===== config.mk =====
export PLATFORM = sky130hd
export DESIGN_NAME = pgpio_top
export DESIGN_NICKNAME = d
export VERILOG_FILES = /design/src/pgpio_pkg.sv /design/src/pgpio_io_cell.sv /design/src/pgpio_top.sv
export VERILOG_INCLUDE_DIRS = /design/src
export SDC_FILE = /design/constraint.sdc
export NUM_CORES = 1
export LEC_CHECK = 0
export ABC_AREA = 1
export BUFFER_PORTS_ARGS = -buffer_cell sky130_fd_sc_hd__buf_2
export CORE_ASPECT_RATIO = 1.1
export CORE_MARGIN = 8
export CORE_UTILIZATION = 49
export CTS_CLUSTER_DIAMETER = 50
export DETAILED_ROUTE_END_ITERATION = 10
export GPL_ROUTABILITY_DRIVEN = 1
export PLACE_DENSITY = 0.88
export SLEW_MARGIN = 5
export SYNTH_ARGS = -nofsm -noshare
export SYNTH_HDL_FRONTEND = slang
export SYNTH_SLANG_ARGS = --single-unit

===== constraint.sdc =====
create_clock -name aclk -period 1.5 [get_ports aclk]
set_input_delay 0 -clock aclk [delete_from_list [all_inputs] [get_ports aclk]]
set_output_delay 0 -clock aclk [all_outputs]
set_load 0.1 [all_outputs]

===== src/pgpio_map.svh =====
// Operation
// - port-7 latch bit 7 always reads back as one.
// - port-7 latch bits 6..0 reset to zero and drive general output pins.
// - port-7 data read: latch where direction is one, pin level otherwise.
// - timer-V select 0000 gives general I/O, otherwise waveform output.
// - timer-V clock and reset pins always feed timer V.
// - serial transmit enable routes transmit data out, overriding direction.
// - serial receive enable makes shared pin the receive input.
// - serial clock pin: high bit input, low bit or sync mode output.
// - timer-W settings take priority over port-8 registers on four pins.
// - timer-W clock pin always feeds timer W.
// - write-only port-8 direction bits 4..0, reset zero, one means output.
// - port-8 latch bits 4..0 reset zero, drive general output pins.
// - port-8 data read: latch where direction is one, pin level otherwise.
// - channel D field 001 or 01x gives timer output, else general I/O.
// - channel C uses the same field decode with its own field.
// - write-only port-7 direction bits 6..0, reset zero, timer-V overrides.
// - channels A and B use the same decode from the other register.
`ifndef PGPIO_MAP_SVH
`define PGPIO_MAP_SVH
`define PGPIO_OFS_P7_DIR   4'h0
`define PGPIO_OFS_P7_DATA  4'h4
`define PGPIO_OFS_P8_DIR   4'h8
`define PGPIO_OFS_P8_DATA  4'hc
`define PGPIO_OFS_FUNC     5'h10
`define PGPIO_OFS_STATUS   5'h14
`define PGPIO_P7_TOP_BIT   8'h80
`define PGPIO_RESP_OKAY    2'b00
`define PGPIO_RESP_DECERR  2'b11
`define PGPIO_TV_GPIO_SEL  4'h0
`define PGPIO_IO_OUT_A     3'b001
`define PGPIO_IO_OUT_B     2'b01
`endif


===== src/pgpio_pkg.sv =====
package pgpio_pkg;
    typedef enum logic [1:0] {PGPIO_GPIO, PGPIO_PERIPH_OUT, PGPIO_PERIPH_IN} pgpio_func_t;
    typedef logic [2:0] pgpio_io_field_t;
endpackage


===== src/pgpio_io_cell.sv =====
`timescale 1ns/1ps
`include "pgpio_map.svh"
// one pin: function select, pin driver registers and a two-stage input synchroniser
module pgpio_io_cell (
    input  wire logic                  aclk,       // system clock
    input  wire logic                  aresetn,    // sync reset, active low
    input  wire pgpio_pkg::pgpio_func_t func,      // pin function
    input  wire logic                  dir,        // general direction, 1 = out
    input  wire logic                  latch,      // general output value
    input  wire logic                  periph_out, // peripheral output value
    input  wire logic                  pin_in,     // raw pin level
    output logic                       pin_out,    // pin drive value
    output logic                       pin_oe,     // pin drive enable
    output logic                       pin_sync    // synchronised pin level
);
    import pgpio_pkg::*;
    logic meta_q;
    logic oe_d;
    logic out_d;

    always_comb begin
        oe_d  = 1'b0;
        out_d = latch;
        unique case (func)
            PGPIO_GPIO: begin
                oe_d = dir;
            end
            PGPIO_PERIPH_OUT: begin
                oe_d  = 1'b1;
                out_d = periph_out;
            end
            PGPIO_PERIPH_IN: begin
                oe_d = 1'b0;
            end
            default: begin
                oe_d = 1'b0;
            end
        endcase
    end

    always_ff @(posedge aclk) begin
        if (!aresetn) begin
            pin_oe  <= 1'b0;
            pin_out <= 1'b0;
        end else begin
            pin_oe  <= oe_d;
            pin_out <= out_d;
        end
    end

    always_ff @(posedge aclk) begin
        if (!aresetn) begin
            meta_q   <= 1'b0;
            pin_sync <= 1'b0;
        end else begin
            meta_q   <= pin_in;
            pin_sync <= meta_q;
        end
    end

    a_oe_follows_func: assert property (@(posedge aclk) disable iff (!aresetn)
        (func == PGPIO_PERIPH_OUT) |=> pin_oe && pin_out == $past(periph_out))
        else $error("peripheral output not driven");
    a_input_no_drive: assert property (@(posedge aclk) disable iff (!aresetn)
        (func == PGPIO_PERIPH_IN) |=> !pin_oe)
        else $error("input function drives pin");
endmodule


===== src/pgpio_top.sv =====
// Our own choices: the placing of the registers and the AXI4-Lite slave port.
`timescale 1ns/1ps
`include "pgpio_map.svh"
module pgpio_top #(
    parameter int P7_W = 7,   // port-7 pins
    parameter int P8_W = 5    // port-8 pins
) (
    input  wire logic             aclk,           // system clock
    input  wire logic             aresetn,        // sync reset, active low
    input  wire logic [4:0]       s_awaddr,       // write address
    input  wire logic             s_awvalid,      // write address valid
    output logic                  s_awready,      // write address ready
    input  wire logic [31:0]      s_wdata,        // write data
    input  wire logic [3:0]       s_wstrb,        // write strobes
    input  wire logic             s_wvalid,       // write data valid
    output logic                  s_wready,       // write data ready
    output logic [1:0]            s_bresp,        // write response
    output logic                  s_bvalid,       // write response valid
    input  wire logic             s_bready,       // write response ready
    input  wire logic [4:0]       s_araddr,       // read address
    input  wire logic             s_arvalid,      // read address valid
    output logic                  s_arready,      // read address ready
    output logic [31:0]           s_rdata,        // read data
    output logic [1:0]            s_rresp,        // read response
    output logic                  s_rvalid,       // read data valid
    input  wire logic             s_rready,       // read data ready
    input  wire logic [3:0]       timer_v_output_select, // timer-V output select
    input  wire logic             timer_v_wave_out,      // timer-V waveform
    output logic                  timer_v_clock_in,      // to timer V
    output logic                  timer_v_reset_in,      // to timer V
    input  wire logic             serial2_tx_data,       // serial transmit data
    input  wire logic             receive_enable_bit,    // serial receive enable
    output logic                  serial2_rx_data,       // to serial receiver
    input  wire logic             clock_source_high_bit, // serial clock source high
    input  wire logic             clock_source_low_bit,  // serial clock source low
    input  wire logic             serial2_sync_mode,     // serial synchronous mode
    input  wire logic             serial2_clock_out,     // serial clock to drive
    output logic                  serial2_clock_pin,     // serial clock from pin
    input  wire pgpio_pkg::pgpio_io_field_t timer_w_io_ctrl_ab_a, // channel A field
    input  wire pgpio_pkg::pgpio_io_field_t timer_w_io_ctrl_ab_b, // channel B field
    input  wire pgpio_pkg::pgpio_io_field_t timer_w_io_ctrl_cd_c, // channel C field
    input  wire pgpio_pkg::pgpio_io_field_t timer_w_io_ctrl_cd_d, // channel D field
    input  wire logic [3:0]       timer_w_out,    // timer-W outputs, D..A at 3..0
    output logic [3:0]            timer_w_in,     // pin levels to timer W
    output logic                  timer_w_clock_in, // to timer W
    input  wire logic [P7_W-1:0]  p7_pin_in,      // port-7 pin levels
    output logic [P7_W-1:0]       p7_pin_out,     // port-7 drive values
    output logic [P7_W-1:0]       p7_pin_oe,      // port-7 drive enables
    input  wire logic [P8_W-1:0]  p8_pin_in,      // port-8 pin levels
    output logic [P8_W-1:0]       p8_pin_out,     // port-8 drive values
    output logic [P8_W-1:0]       p8_pin_oe       // port-8 drive enables
);
    import pgpio_pkg::*;

    logic [P7_W-1:0] port7_direction_q;
    logic [P7_W-1:0] port7_output_latch_q;
    logic [P8_W-1:0] port8_direction_q;
    logic [P8_W-1:0] port8_output_latch_q;
    logic [P7_W-1:0] p7_sync;
    logic [P8_W-1:0] p8_sync;
    pgpio_func_t     p7_func [P7_W];
    pgpio_func_t     p8_func [P8_W];
    logic [P7_W-1:0] p7_periph;
    logic [P8_W-1:0] p8_periph;
    logic [4:0]      awaddr_q;
    logic [31:0]     wdata_q;
    logic [3:0]      wstrb_q;
    logic            aw_have_q;
    logic            w_have_q;
    logic [31:0]     rdata_d;
    logic            rhit_d;
    logic            serial2_tx_pin_enable_q;

    function automatic logic tw_is_out(input pgpio_io_field_t f);
        return (f == `PGPIO_IO_OUT_A) || (f[2:1] == `PGPIO_IO_OUT_B);
    endfunction

    // pin function decode
    always_comb begin
        for (int i = 0; i < P7_W; i++) begin
            p7_func[i] = PGPIO_GPIO;
        end
        p7_periph = '0;
        if (timer_v_output_select != `PGPIO_TV_GPIO_SEL) begin
            p7_func[6]   = PGPIO_PERIPH_OUT;
            p7_periph[6] = timer_v_wave_out;
        end
        if (serial2_tx_pin_enable_q) begin
            p7_func[2]   = PGPIO_PERIPH_OUT;
            p7_periph[2] = serial2_tx_data;
        end
        if (receive_enable_bit) begin
            p7_func[1] = PGPIO_PERIPH_IN;
        end
        if (clock_source_high_bit) begin
            p7_func[0] = PGPIO_PERIPH_IN;
        end else if (clock_source_low_bit || serial2_sync_mode) begin
            p7_func[0]   = PGPIO_PERIPH_OUT;
            p7_periph[0] = serial2_clock_out;
        end
        for (int i = 0; i < P8_W; i++) begin
            p8_func[i] = PGPIO_GPIO;
        end
        p8_periph = '0;
        // timer-W fields win over port-8 direction
        if (tw_is_out(timer_w_io_ctrl_cd_d)) begin
            p8_func[4]   = PGPIO_PERIPH_OUT;
            p8_periph[4] = timer_w_out[3];
        end
        if (tw_is_out(timer_w_io_ctrl_cd_c)) begin
            p8_func[3]   = PGPIO_PERIPH_OUT;
            p8_periph[3] = timer_w_out[2];
        end
        if (tw_is_out(timer_w_io_ctrl_ab_b)) begin
            p8_func[2]   = PGPIO_PERIPH_OUT;
            p8_periph[2] = timer_w_out[1];
        end
        if (tw_is_out(timer_w_io_ctrl_ab_a)) begin
            p8_func[1]   = PGPIO_PERIPH_OUT;
            p8_periph[1] = timer_w_out[0];
        end
    end

    for (genvar i = 0; i < P7_W; i++) begin : g_p7
        pgpio_io_cell u_cell (
            .aclk       (aclk),
            .aresetn    (aresetn),
            .func       (p7_func[i]),
            .dir        (port7_direction_q[i]),
            .latch      (port7_output_latch_q[i]),
            .periph_out (p7_periph[i]),
            .pin_in     (p7_pin_in[i]),
            .pin_out    (p7_pin_out[i]),
            .pin_oe     (p7_pin_oe[i]),
            .pin_sync   (p7_sync[i])
        );
    end
    for (genvar i = 0; i < P8_W; i++) begin : g_p8
        pgpio_io_cell u_cell (
            .aclk       (aclk),
            .aresetn    (aresetn),
            .func       (p8_func[i]),
            .dir        (port8_direction_q[i]),
            .latch      (port8_output_latch_q[i]),
            .periph_out (p8_periph[i]),
            .pin_in     (p8_pin_in[i]),
            .pin_out    (p8_pin_out[i]),
            .pin_oe     (p8_pin_oe[i]),
            .pin_sync   (p8_sync[i])
        );
    end

    // peripheral inputs see the pin regardless of port setup
    always_ff @(posedge aclk) begin
        if (!aresetn) begin
            timer_v_clock_in  <= 1'b0;
            timer_v_reset_in  <= 1'b0;
            serial2_rx_data   <= 1'b0;
            serial2_clock_pin <= 1'b0;
            timer_w_in        <= 4'h0;
            timer_w_clock_in  <= 1'b0;
        end else begin
            timer_v_clock_in  <= p7_sync[5];
            timer_v_reset_in  <= p7_sync[4];
            serial2_rx_data   <= p7_sync[1];
            serial2_clock_pin <= p7_sync[0];
            timer_w_in        <= p8_sync[4:1];
            timer_w_clock_in  <= p8_sync[0];
        end
    end

    // write channel: address and data taken in either order
    wire wr_go = aw_have_q && w_have_q && !s_bvalid;

    always_ff @(posedge aclk) begin
        if (!aresetn) begin
            aw_have_q <= 1'b0;
            w_have_q  <= 1'b0;
            awaddr_q  <= 5'h0;
            wdata_q   <= 32'h0;
            wstrb_q   <= 4'h0;
        end else begin
            if (s_awvalid && s_awready) begin
                aw_have_q <= 1'b1;
                awaddr_q  <= s_awaddr;
            end else if (wr_go) begin
                aw_have_q <= 1'b0;
            end
            if (s_wvalid && s_wready) begin
                w_have_q <= 1'b1;
                wdata_q  <= s_wdata;
                wstrb_q  <= s_wstrb;
            end else if (wr_go) begin
                w_have_q <= 1'b0;
            end
        end
    end

    // readies are registered: each holds next cycle's free condition
    wire aw_take   = s_awvalid && s_awready;
    wire w_take    = s_wvalid && s_wready;
    wire aw_have_d = aw_take || (aw_have_q && !wr_go);
    wire w_have_d  = w_take || (w_have_q && !wr_go);
    wire bvalid_d  = wr_go || (s_bvalid && !s_bready);

    always_ff @(posedge aclk) begin
        if (!aresetn) begin
            s_awready <= 1'b0;
            s_wready  <= 1'b0;
        end else begin
            s_awready <= !aw_have_d && !bvalid_d;
            s_wready  <= !w_have_d && !bvalid_d;
        end
    end

    always_ff @(posedge aclk) begin
        if (!aresetn) begin
            s_bvalid <= 1'b0;
            s_bresp  <= `PGPIO_RESP_OKAY;
        end else if (wr_go) begin
            s_bvalid <= 1'b1;
            s_bresp  <= (awaddr_q[4:2] > `PGPIO_OFS_STATUS >> 2) ?
                        `PGPIO_RESP_DECERR : `PGPIO_RESP_OKAY;
        end else if (s_bready) begin
            s_bvalid <= 1'b0;
        end
    end

    always_ff @(posedge aclk) begin
        if (!aresetn) begin
            port7_direction_q       <= '0;
            port7_output_latch_q    <= '0;
            port8_direction_q       <= '0;
            port8_output_latch_q    <= '0;
            serial2_tx_pin_enable_q <= 1'b0;
        end else if (wr_go && wstrb_q[0]) begin
            unique case ({2'b00, awaddr_q[4:2], 2'b00})
                7'(`PGPIO_OFS_P7_DIR): port7_direction_q <= wdata_q[P7_W-1:0];
                7'(`PGPIO_OFS_P7_DATA): port7_output_latch_q <= wdata_q[P7_W-1:0];
                7'(`PGPIO_OFS_P8_DIR): port8_direction_q <= wdata_q[P8_W-1:0];
                7'(`PGPIO_OFS_P8_DATA): port8_output_latch_q <= wdata_q[P8_W-1:0];
                7'(`PGPIO_OFS_FUNC): serial2_tx_pin_enable_q <= wdata_q[0];
                default: begin
                end
            endcase
        end
    end

    // read decode; direction registers are write-only and read as zero
    always_comb begin
        rdata_d = 32'h0;
        rhit_d  = 1'b1;
        unique case ({2'b00, s_araddr[4:2], 2'b00})
            7'(`PGPIO_OFS_P7_DIR): rdata_d = 32'h0;
            7'(`PGPIO_OFS_P7_DATA): rdata_d = 32'(`PGPIO_P7_TOP_BIT)
                | 32'((port7_direction_q & port7_output_latch_q)
                | (~port7_direction_q & p7_sync));
            7'(`PGPIO_OFS_P8_DIR): rdata_d = 32'h0;
            7'(`PGPIO_OFS_P8_DATA): rdata_d = 32'((port8_direction_q & port8_output_latch_q)
                | (~port8_direction_q & p8_sync));
            7'(`PGPIO_OFS_FUNC): rdata_d = {31'h0, serial2_tx_pin_enable_q};
            7'(`PGPIO_OFS_STATUS): rdata_d = {20'h0, p8_pin_oe, p7_pin_oe};
            default: rhit_d = 1'b0;
        endcase
    end

    // arready registered as the inverse of next cycle's rvalid
    always_ff @(posedge aclk) begin
        if (!aresetn) begin
            s_arready <= 1'b0;
        end else begin
            s_arready <= !((s_arvalid && s_arready) || (s_rvalid && !s_rready));
        end
    end

    always_ff @(posedge aclk) begin
        if (!aresetn) begin
            s_rvalid <= 1'b0;
            s_rdata  <= 32'h0;
            s_rresp  <= `PGPIO_RESP_OKAY;
        end else if (s_arvalid && s_arready) begin
            s_rvalid <= 1'b1;
            s_rdata  <= rdata_d;
            s_rresp  <= rhit_d ? `PGPIO_RESP_OKAY : `PGPIO_RESP_DECERR;
        end else if (s_rready) begin
            s_rvalid <= 1'b0;
        end
    end

    a_p7_top_one: assert property (@(posedge aclk) disable iff (!aresetn)
        s_arvalid && s_arready && {s_araddr[4:2], 2'b00} == 5'(`PGPIO_OFS_P7_DATA)
        |=> s_rdata[7])
        else $error("port-7 top bit not one");
    a_p8_upper_zero: assert property (@(posedge aclk) disable iff (!aresetn)
        s_arvalid && s_arready && {s_araddr[4:2], 2'b00} == 5'(`PGPIO_OFS_P8_DATA)
        |=> s_rdata[7:5] == 3'h0)
        else $error("port-8 reserved bits nonzero");
    a_tv_wave_drives: assert property (@(posedge aclk) disable iff (!aresetn)
        timer_v_output_select != `PGPIO_TV_GPIO_SEL |=> p7_pin_oe[6])
        else $error("timer-V wave pin not driven");
    a_tx_drives: assert property (@(posedge aclk) disable iff (!aresetn)
        serial2_tx_pin_enable_q |=> p7_pin_oe[2] && p7_pin_out[2] == $past(serial2_tx_data))
        else $error("transmit pin not driven");
    a_rx_input: assert property (@(posedge aclk) disable iff (!aresetn)
        receive_enable_bit |=> !p7_pin_oe[1])
        else $error("receive pin driven");
    a_sck_input: assert property (@(posedge aclk) disable iff (!aresetn)
        clock_source_high_bit |=> !p7_pin_oe[0])
        else $error("clock input pin driven");
    a_tw_d_out: assert property (@(posedge aclk) disable iff (!aresetn)
        timer_w_io_ctrl_cd_d == `PGPIO_IO_OUT_A |=> p8_pin_oe[4])
        else $error("channel D not output");
    a_tw_clk_feed: assert property (@(posedge aclk) disable iff (!aresetn)
        ##3 timer_w_clock_in == $past(p8_pin_in[0], 3))
        else $error("timer-W clock not fed");
    a_gpio_dir: assert property (@(posedge aclk) disable iff (!aresetn)
        timer_w_io_ctrl_cd_c[2] |=> p8_pin_oe[3] == $past(port8_direction_q[3]))
        else $error("channel C general I/O wrong");
    c_write_done: cover property (@(posedge aclk) s_bvalid && s_bready);
    c_read_done: cover property (@(posedge aclk) s_rvalid && s_rready);
    c_tw_out: cover property (@(posedge aclk) p8_pin_oe[1] && timer_w_io_ctrl_ab_a[1]);
endmodule


==> results.sh, run 1 <==
export IMPL_top_layer="met4"
export IMPL_grt_pass1_vias=4332
export IMPL_placement_cell_area_um2=4830
export IMPL_regToRegStartpoint="s_awready"
export IMPL_rsz0062_at_grt="no"
export IMPL_postRouteAntennaNets=0
export IMPL_wl_per_cell_um=14.1
export IMPL_hp_start="p8_pin_in[4]"
export IMPL_r2r_end="awaddr_q[4]"
export IMPL_track_usage_pct=20.7
export IMPL_overflow=0
export IMPL_gp_congestion=0.799
export IMPL_finalMaxSlewViolations=0
export IMPL_finalClockSkew_ps=5.79
export IMPL_yosysSeqAreaShare_pct=51.9
export IMPL_grt_max_degree=45
export IMPL_min_period_ps=1430
export IMPL_cp_start_kind="flop"
export IMPL_met1Wirelength_um=4450
export IMPL_cp_max_fo=8
export IMPL_p_int_mw=5.82
export IMPL_coreArea_um2=8780
export IMPL_synth_cell_area_um2=4400
export IMPL_yosysWarnings=0
export IMPL_hold_class="in -> reg"
export IMPL_cts_htree_levels=4
export IMPL_dr_wl_met2_um=6540
export IMPL_crit_required_ps=1900
export IMPL_end_kind="flop"
export IMPL_viasPerCell=4.65
export IMPL_final_nets=830
export IMPL_critPathArrivalTime_ps=1820
export IMPL_diodes=0
export IMPL_fin_crit_sh_pct=95.2
export IMPL_switching_share_pct=28.2
export IMPL_cts_root_buf="clkbuf_8"
export IMPL_die_y_um=115
export IMPL_routed_wl_met3_um=781
export IMPL_numPortBuffers=113
export IMPL_p_leak_nw=3.13
export IMPL_firstDrtPassIters=4
export IMPL_final_util_pct=69.7
export IMPL_setup_violations=0
export IMPL_maxCapViolations=0
export IMPL_cts_tree="done"
export IMPL_synth_edf_count=0
export IMPL_clockPowerShare_pct=46.5
export IMPL_crit_slowest_cell="dlygate4sd3_1"
export IMPL_layout_common_cells="122 x nand2_1, 113 x buf_2, 110 x dfxtp_1"
export IMPL_power_switching_mw=2.29
export IMPL_path_clk_slew_ps=60
export IMPL_r2r_cells=4
export IMPL_vias=4020
export IMPL_crit_chain="nand2_1 -> o21ai_1 -> dlygate4sd3_1 -> a21oi_1"
export IMPL_fillCellCount=672
export IMPL_synth_cell_types=28
export IMPL_rows=36
export IMPL_rrSetupSlack_ps=70
export IMPL_power_frac_comb_pct=14.0
export IMPL_grt_pass1_wl_um=20200
export IMPL_pwr_share_seq_pct=39.5
export IMPL_status="finished clean"
export IMPL_worstSetupPathType="reg -> reg"
export IMPL_synth_cells=570
export IMPL_yosys_most_used_dff="dfxtp_1"
export IMPL_slowest_delay_ps=580
export IMPL_clk_latency_ps=510
export IMPL_p_per_area_nw_per_um2=1330
export IMPL_cp_buffers_inverters=1
export IMPL_tns_ps=0
export IMPL_fmax_mhz=700
export IMPL_worst_path_stages=4
export IMPL_place_hpwl_um=7690
export IMPL_synth_async_reset_ratio_pct=0
export IMPL_ys_ff_latch=114
export IMPL_ir_drop_uv=717
export IMPL_layout_drive_gt1_share_pct=21.8
export IMPL_crit_family="buffers and inverters"
export IMPL_routed_wl_um=12200
export IMPL_syn_avg_cell_area_um2=7.72
export IMPL_syn2layout_area_growth_pct=39.1
export IMPL_antenna_found_initial=0
export IMPL_final_hold_viol_count=0
export IMPL_stdcell_area_um2=6120
export IMPL_cts_sinks=114
export IMPL_clk_path_buf_depth=2
export IMPL_hold_depth=4
export IMPL_dieArea_um2=12300
export IMPL_start_util_pct=50.1
export IMPL_hold_path_endpoint="g_p8[4].u_cell.meta_q"
export IMPL_final_common_cell="nand2_1"
export IMPL_remaining_drc_errors=0
export IMPL_cts_buffers=17
export IMPL_die_w_um=106
export IMPL_initialDrtViolationCount=221
export IMPL_ios=166
## cell type report
cell class | count | area (um2) | share of cell area, %
multi-input cells | 341 | 1500 | 24.5
clock inverters | 14 | 140 | 2.29
flip-flops and latches | 114 | 2290 | 37.4
well taps | 114 | 143 | 2.33
inverters | 75 | 288 | 4.70
repair buffers | 189 | 1330 | 21.8
clock buffers | 18 | 428 | 6.99
## sequential cells by signal, indices dropped and copies added (netlist names), 3 cells and up
signal                flops
awaddr_q                  3
g_p7.u_cell.meta_q        7
g_p7.u_cell.pin_oe        7
g_p7.u_cell.pin_out       7
g_p7.u_cell.pin_sync      7
g_p8.u_cell.meta_q        5
g_p8.u_cell.pin_oe        5
g_p8.u_cell.pin_out       5
g_p8.u_cell.pin_sync      5
port7_direction_q         7
port7_output_latch_q      7
port8_direction_q         5
port8_output_latch_q      5
s_rdata                  12
timer_w_in                4
wdata_q                   7
## worst max-delay path by stage
stage                   start                      end  slack, ps
2_1_floorplan      s_bresp[0]               s_bresp[1]        130
5_1_grt             s_awready              awaddr_q[4]          5
4_1_cts        timer_w_out[2]   g_p8[3].u_cell.pin_out         40
3_5_place_dp        aw_have_q  port7_output_latch_q[6]        240
3_3_place_gp         w_have_q  port7_output_latch_q[6]        290
6_report            s_awready              awaddr_q[4]         70
## power by group through the flow
stage	Clock (mW)	Combinational, mW	Sequential (mW)
2_1_floorplan	0	0.650	3.44
3_3_place_gp	0	0.948	3.26
3_5_place_dp	0	0.962	3.26
4_1_cts	3.81	1.12	3.20
5_1_grt	3.99	1.21	3.21
6_report	3.77	1.14	3.20
## layer usage
layer | vias to the layer above | track usage (%)
met5 | - | 0
met4 | 0 | 12.2
met3 | 38 | 6.28
met2 | 147 | 38.1
met1 | 1808 | 20.1
li1 | 2027 | -
## through the flow
stage | setup WS (ps) | power (mW) | hold slack [ps] | cells
2_1_floorplan | 126 | 4.09 | 71.6 | 589
3_3_place_gp | 292 | 4.20 | 172 | 761
3_5_place_dp | 236 | 4.23 | 182 | 761
4_1_cts | 38.3 | 8.13 | 182 | 866
5_1_grt | 4.88 | 8.42 | 217 | 865
6_report | 72.3 | 8.11 | 201 | 865
## cells in the mapped netlist, types with 2 or more instances
| cell type | n | area share [%] |
|---|---|---|
| a21oi_1 | 33 | 3.8 |
| buf_2 | 5 | 0.57 |
| buf_4 | 46 | 7.8 |
| clkbuf_1 | 7 | 0.60 |
| dfxtp_1 | 114 | 52 |
| inv_1 | 71 | 6.1 |
| nand2_1 | 122 | 10 |
| nand3_1 | 13 | 1.5 |
| nand3_4 | 2 | 0.80 |
| nor2_1 | 87 | 7.4 |
| nor3_1 | 3 | 0.34 |
| o21ai_0 | 50 | 5.7 |
| o21bai_1 | 2 | 0.34 |
## kinds of logic after synthesis
| group | Yosys count | synth area share, % |
|---|---|---|
| buffers and inverters | 134 | 15.6 |
| AO/OA/AOI/OAI | 87 | 10.2 |
| other | 1 | 0.0852 |
| AND/OR/NAND/NOR | 234 | 22.3 |
| flip-flops | 114 | 51.9 |
## timing repair
item	4_1_cts	5_1_grt
buffers inserted	0	0
resized for setup	0	5
hold endpoints to repair	75	1
setup endpoints to repair	0	10
hold buffers	73	2
## worst reg2reg max path: stages (launching register included)
cell           delay [ps]
dfxtp_2               320
nand2_1               160
o21ai_1               210
dlygate4sd3_1         580
a21oi_1                40
(Power assumes the default switching activity.)
==> run 2: changes to the inputs <==
CORE_ASPECT_RATIO = unset   (was 1.1)
CTS_CLUSTER_SIZE = 20   (was unset)
==> results.sh, run 2 (same netlist as run 1, synthesis figures left out) <==
export IMPL_rows=34
export IMPL_path_clk_slew_ps=50
export IMPL_fin_crit_sh_pct=95.2
export IMPL_relSlewSlack_pct=66.2
export IMPL_clk_latency_ps=500
export IMPL_routed_wl_um=11800
export IMPL_setup_violations=0
export IMPL_clk_path_buf_depth=2
export IMPL_cts_root_buf="clkbuf_8"
export IMPL_finalPower_mw=8.11
export IMPL_crit_required_ps=1950
export IMPL_track_usage_pct=19.1
export IMPL_cts_sinks=114
export IMPL_cts_tree="done"
export IMPL_die_y_um=111
export IMPL_critPathArrivalTime_ps=1880
export IMPL_p_per_area_nw_per_um2=1340
export IMPL_p_leak_nw=3.11
export IMPL_dieArea_um2=12300
export IMPL_grt_pass1_vias=4103
export IMPL_grt_pass1_wl_um=19200
export IMPL_largest_reg_flops=12
export IMPL_rsz0062_at_grt="no"
export IMPL_initialDrtViolationCount=265
export IMPL_tns_ps=0
export IMPL_worstMarginPinSlew_ps=511
export IMPL_overflow=0
export IMPL_fmax_mhz=700
export IMPL_dp_slack_ps=254
export IMPL_cp_max_fo=78
export IMPL_end_kind="flop"
export IMPL_postRouteAntennaNets=0
export IMPL_finalMaxSlewViolations=0
export IMPL_worst_slack_ps=71.4
export IMPL_vias=4010
export IMPL_die_w_um=111
export IMPL_layout_drive_gt1_share_pct=21.9
export IMPL_syn2layout_area_growth_pct=38.0
export IMPL_final_nets=825
export IMPL_final_hold_viol_count=0
export IMPL_antenna_found_initial=2
export IMPL_firstDrtPassIters=5
export IMPL_status="finished clean"
export IMPL_numPortBuffers=113
export IMPL_wl_per_cell_um=13.8
export IMPL_place_hpwl_um=7600
export IMPL_final_common_cell="nand2_1"
export IMPL_layout_common_cells="121 x nand2_1, 113 x buf_2, 110 x dfxtp_1"
export IMPL_cts_buffers=17
export IMPL_viasPerCell=4.69
export IMPL_min_period_ps=1430
export IMPL_ir_drop_uv=753
export IMPL_grt_max_degree=79
export IMPL_cp_start_kind="primary input"
export IMPL_maxCapViolations=0
export IMPL_finalClockSkew_ps=4.69
export IMPL_hold_class="in -> reg"
export IMPL_cts_htree_levels=4
export IMPL_largest_register="s_rdata"
export IMPL_worstSetupPathType="in -> reg"
export IMPL_coreArea_um2=8720
export IMPL_gp_congestion=0.841
export IMPL_ios=166
export IMPL_start_util_pct=50.5
export IMPL_remaining_drc_errors=0
==> run 2: cell types whose count changed in the layout (fill, tap and decap cells not counted) <==
cell and delta:
clkbuf_1 +1, nand2_2 +1, o21ai_1 -2, nand2_1 -1
dlygate4sd3_1 -4, diode_2 +2, clkinvlp_4 -3, clkbuf_8 +2
nor2_2 +1, nor2_1 -1, o21ai_0 +2, buf_6 -1
clkinv_4 -1
==> run 2: critical path, cell delays in order <==
cell           delay, ps
dlygate4sd3_1        510
buf_2                210
buf_12               290
o21ai_0              180
nor2_1               100
dlygate4sd3_1        540
==> run 2: routing by layer <==
metal  routed length (um)  GRT usage (%)
met5                    0              0
met2                 6190           34.8
met4                  281           8.29
met1                 4540           19.3
met3                  766           6.22
==> run 2: where the power goes <==
| part | switching, mW | leakage, nW | internal [mW] |
|---|---|---|---|
| clock | 1.31 | 0.279 | 2.47 |
| combinational | 0.830 | 1.90 | 0.293 |
| sequential | 0.0646 | 0.932 | 3.14 |
| total | 2.21 | 3.11 | 5.90 |
==> run 2: what timing repair did <==
item / CTS / global route
hold endpoints to repair: 56 / 0
endpoints found under the setup margin: 0 / 7
gates resized for setup: 0 / 4
setup buffers: 0 / 0
hold buffers: 71 / 0
==> run 2: area by class of cell <==
| cell class | count | area, um2 |
|---|---|---|
| antenna | 2 | 5.00 |
| clock buffer | 21 | 459 |
| tap | 108 | 135 |
| inverter | 75 | 288 |
| multi-input combinational | 341 | 1510 |
| clock inverter | 10 | 109 |
| sequential | 114 | 2290 |
| timing repair buffer | 184 | 1280 |
| fill | 667 | 2650 |
==> run 2: path summary, 6_finish.rpt <==
path	cells past startpoint	slack, ps	to	startpoint
worst max-delay path	6	70	g_p8[2].u_cell.pin_out	aresetn
worst min-delay path	4	210	g_p8[0].u_cell.meta_q	p8_pin_in[0]
worst max register to register	4	130	awaddr_q[4]	s_awready
worst min register to register	2	410	g_p8[0].u_cell.pin_sync	g_p8[0].u_cell.meta_q
==> run 2: through the flow <==
stage               utilization (%)  cell area [um2]  std cells  hold slack, ps
floorplan                         -             4480        589            71.6
global placement               55.2             4810        754             163
detailed placement             55.2             4810        754             170
CTS                            69.8             6090        856             185
global route                   69.6             6070        855             203
finish                         69.6             6070        855             212
==> run 3: changes to the inputs <==
ABC_AREA = unset   (was 1)
==> results.sh, run 3 <==
export IMPL_status="finished, violations left"
export IMPL_violations="negative hold slack"
export IMPL_yosysTopAreaCellShare_pct=51.7
export IMPL_cts_buffers=17
export IMPL_worstMarginPinSlew_ps=534
export IMPL_remaining_drc_errors=0
export IMPL_fin_crit_sh_pct=97.3
export IMPL_worstSetupPathType="in -> reg"
export IMPL_initialDrtViolationCount=293
export IMPL_cts_htree_levels=4
export IMPL_tns_ps=0
export IMPL_synth_area_leaders="dfxtp_1 52%, buf_4 7.8%, and2_1 5.7%"
export IMPL_slowest_delay_ps=580
export IMPL_fillCellCount=558
export IMPL_yosysWarnings=0
export IMPL_dieArea_um2=12300
export IMPL_path_clk_slew_ps=60
export IMPL_largest_register="s_rdata"
export IMPL_yosys_most_used_dff="dfxtp_1"
export IMPL_place_hpwl_um=8040
export IMPL_cp_max_fo=2
export IMPL_routed_wl_um=12800
export IMPL_yosysSeqAreaShare_pct=51.7
export IMPL_cts_root_buf="clkbuf_8"
export IMPL_grt_use_met2_pct=36.9
export IMPL_overflow=0
export IMPL_vias=3870
export IMPL_fmax_mhz=685
export IMPL_clk_path_buf_depth=2
export IMPL_finalClockSkew_ps=6.80
export IMPL_rows=34
export IMPL_diodes=0
export IMPL_p_leak_nw=2.83
export IMPL_start_util_pct=50.6
export IMPL_synth_cell_area_um2=4410
export IMPL_viasPerCell=5.12
export IMPL_layout_drive_gt1_share_pct=28.7
export IMPL_ys_ff_latch=114
export IMPL_rsz0062_at_grt="no"
export IMPL_grt_pass1_vias=4154
export IMPL_clk_latency_ps=520
export IMPL_firstDrtPassIters=5
export IMPL_ff_latch_area_um2=2300
export IMPL_grt_max_degree=40
export IMPL_layout_common_cells="113 x buf_2, 106 x dfxtp_1, 80 x dlygate4sd3_1"
export IMPL_finalPower_mw=8.31
export IMPL_finalMaxSlewViolations=0
export IMPL_synth_cell_types=38
export IMPL_synth_async_reset_ratio_pct=0
export IMPL_gp_congestion=0.851
export IMPL_min_period_ps=1460
export IMPL_ios=166
export IMPL_track_usage_pct=20.6
export IMPL_ir_drop_uv=653
export IMPL_final_nets=727
export IMPL_cts_setup_buffers=0
export IMPL_fin_cells=756
export IMPL_grt_pass1_wl_um=20600
export IMPL_synthTopCellsByCount="114 x dfxtp_1, 54 x nand2_1, 46 x buf_4"
export IMPL_syn2layout_area_growth_pct=42.7
export IMPL_synth_most_common_cell="dfxtp_1"
export IMPL_numPortBuffers=113
export IMPL_multiInputGateArea_um2=1730
export IMPL_dp_cells=644
export IMPL_coreArea_um2=8720
export IMPL_maxCapViolations=0
export IMPL_cp_start_kind="primary input"
export IMPL_die_y_um=111
export IMPL_crit_required_ps=1900
export IMPL_end_kind="flop"
export IMPL_crit_slowest_cell="dlygate4sd3_1"
export IMPL_largest_reg_flops=12
export IMPL_antenna_found_initial=0
export IMPL_synth_top_area_cell="dfxtp_1"
export IMPL_grt_busiest_layer="met2"
export IMPL_critPathArrivalTime_ps=1860
export IMPL_final_hold_viol_count=1
export IMPL_relSlewSlack_pct=64.1
export IMPL_grt_use_met3_pct=6.49
export IMPL_die_w_um=111
export IMPL_hold_slack_ps=-135
export IMPL_met1_usage_pct=20.5
export IMPL_synth_cells=461
export IMPL_setup_violations=0
export IMPL_cts_tree="done"
export IMPL_cts_sinks=114
export IMPL_postRouteAntennaNets=0
export IMPL_hold_class="in -> reg"
export IMPL_syn_avg_cell_area_um2=9.57
export IMPL_synth_edf_count=0
export IMPL_crit_chain="buf_2 -> dlygate4sd3_1 -> or4_4 -> dlygate4sd3_1 -> nor2_1 -> nor2_1"
export IMPL_wl_per_cell_um=16.9
export IMPL_p_per_area_nw_per_um2=1320
export IMPL_final_common_cell="buf_2"
[run 3: stage by stage]
stage | utilization, % | hold slack (ps) | worst slack [ps] | area [um2]
after floorplan | - | 72.4 | -26.1 | 4500
after global placement | 55.7 | 176 | 166 | 4860
after detailed placement | 55.7 | 173 | 107 | 4860
after CTS | 72.0 | 171 | 13.9 | 6280
after global routing | 72.2 | -108 | 6.98 | 6300
final | 72.2 | -135 | 41.1 | 6300
[run 3: final timing paths]
path | startpoint | end | slack (ps) | cells after the start
hold / removal | timer_v_output_select[0] | g_p7[6].u_cell.pin_out | -130 | 4
setup reg to reg | w_have_q | port7_direction_q[0] | 70 | 3
hold reg to reg | g_p8[1].u_cell.meta_q | g_p8[1].u_cell.pin_sync | 430 | 1
setup / recovery | timer_v_output_select[3] | g_p7[6].u_cell.pin_oe | 40 | 6
[run 3: where the power goes]
part           internal, mW  switching (mW)
Clock                  2.71            1.43
Sequential             3.11          0.0545
Combinational         0.309           0.695
[run 3: cell type report]
| type | instances | area share, % |
|---|---|---|
| Clock buffer | 20 | 7.41 |
| Sequential cell | 114 | 36.5 |
| Timing Repair Buffer | 205 | 23.4 |
| Clock inverter | 12 | 2.44 |
| Inverter | 11 | 0.695 |
| Tap cell | 108 | 2.15 |
| Multi-Input combinational cell | 286 | 27.5 |
[run 3: what timing repair did]
item,4_1_cts,5_1_grt
endpoints found under the setup margin,0,11
hold buffers,80,1
resized for setup,0,7
hold endpoints to repair,55,1
[run 3: cell families after synthesis]
| kind of cell | Yosys count | synth area share, % |
|---|---|---|
| AO/OA/AOI/OAI | 78 | 10.5 |
| other | 1 | 0.0850 |
| multiplexers | 31 | 7.37 |
| flip-flops | 114 | 51.7 |
| AND/OR/NAND/NOR | 157 | 19.4 |
| buffers and inverters | 80 | 10.9 |
[run 3: worst max-delay path: cells and delay by family]
family | cells | cell delay, ps
buf+inv | 3 | 1230
simple gates | 3 | 630
[run 3: layer usage]
metal  vias to the layer above  wire length (um)
li1                       1844                 -
met1                      1836              4810
met2                       150              6720
met3                        40               813
met4                         0               434
met5                         -                 0
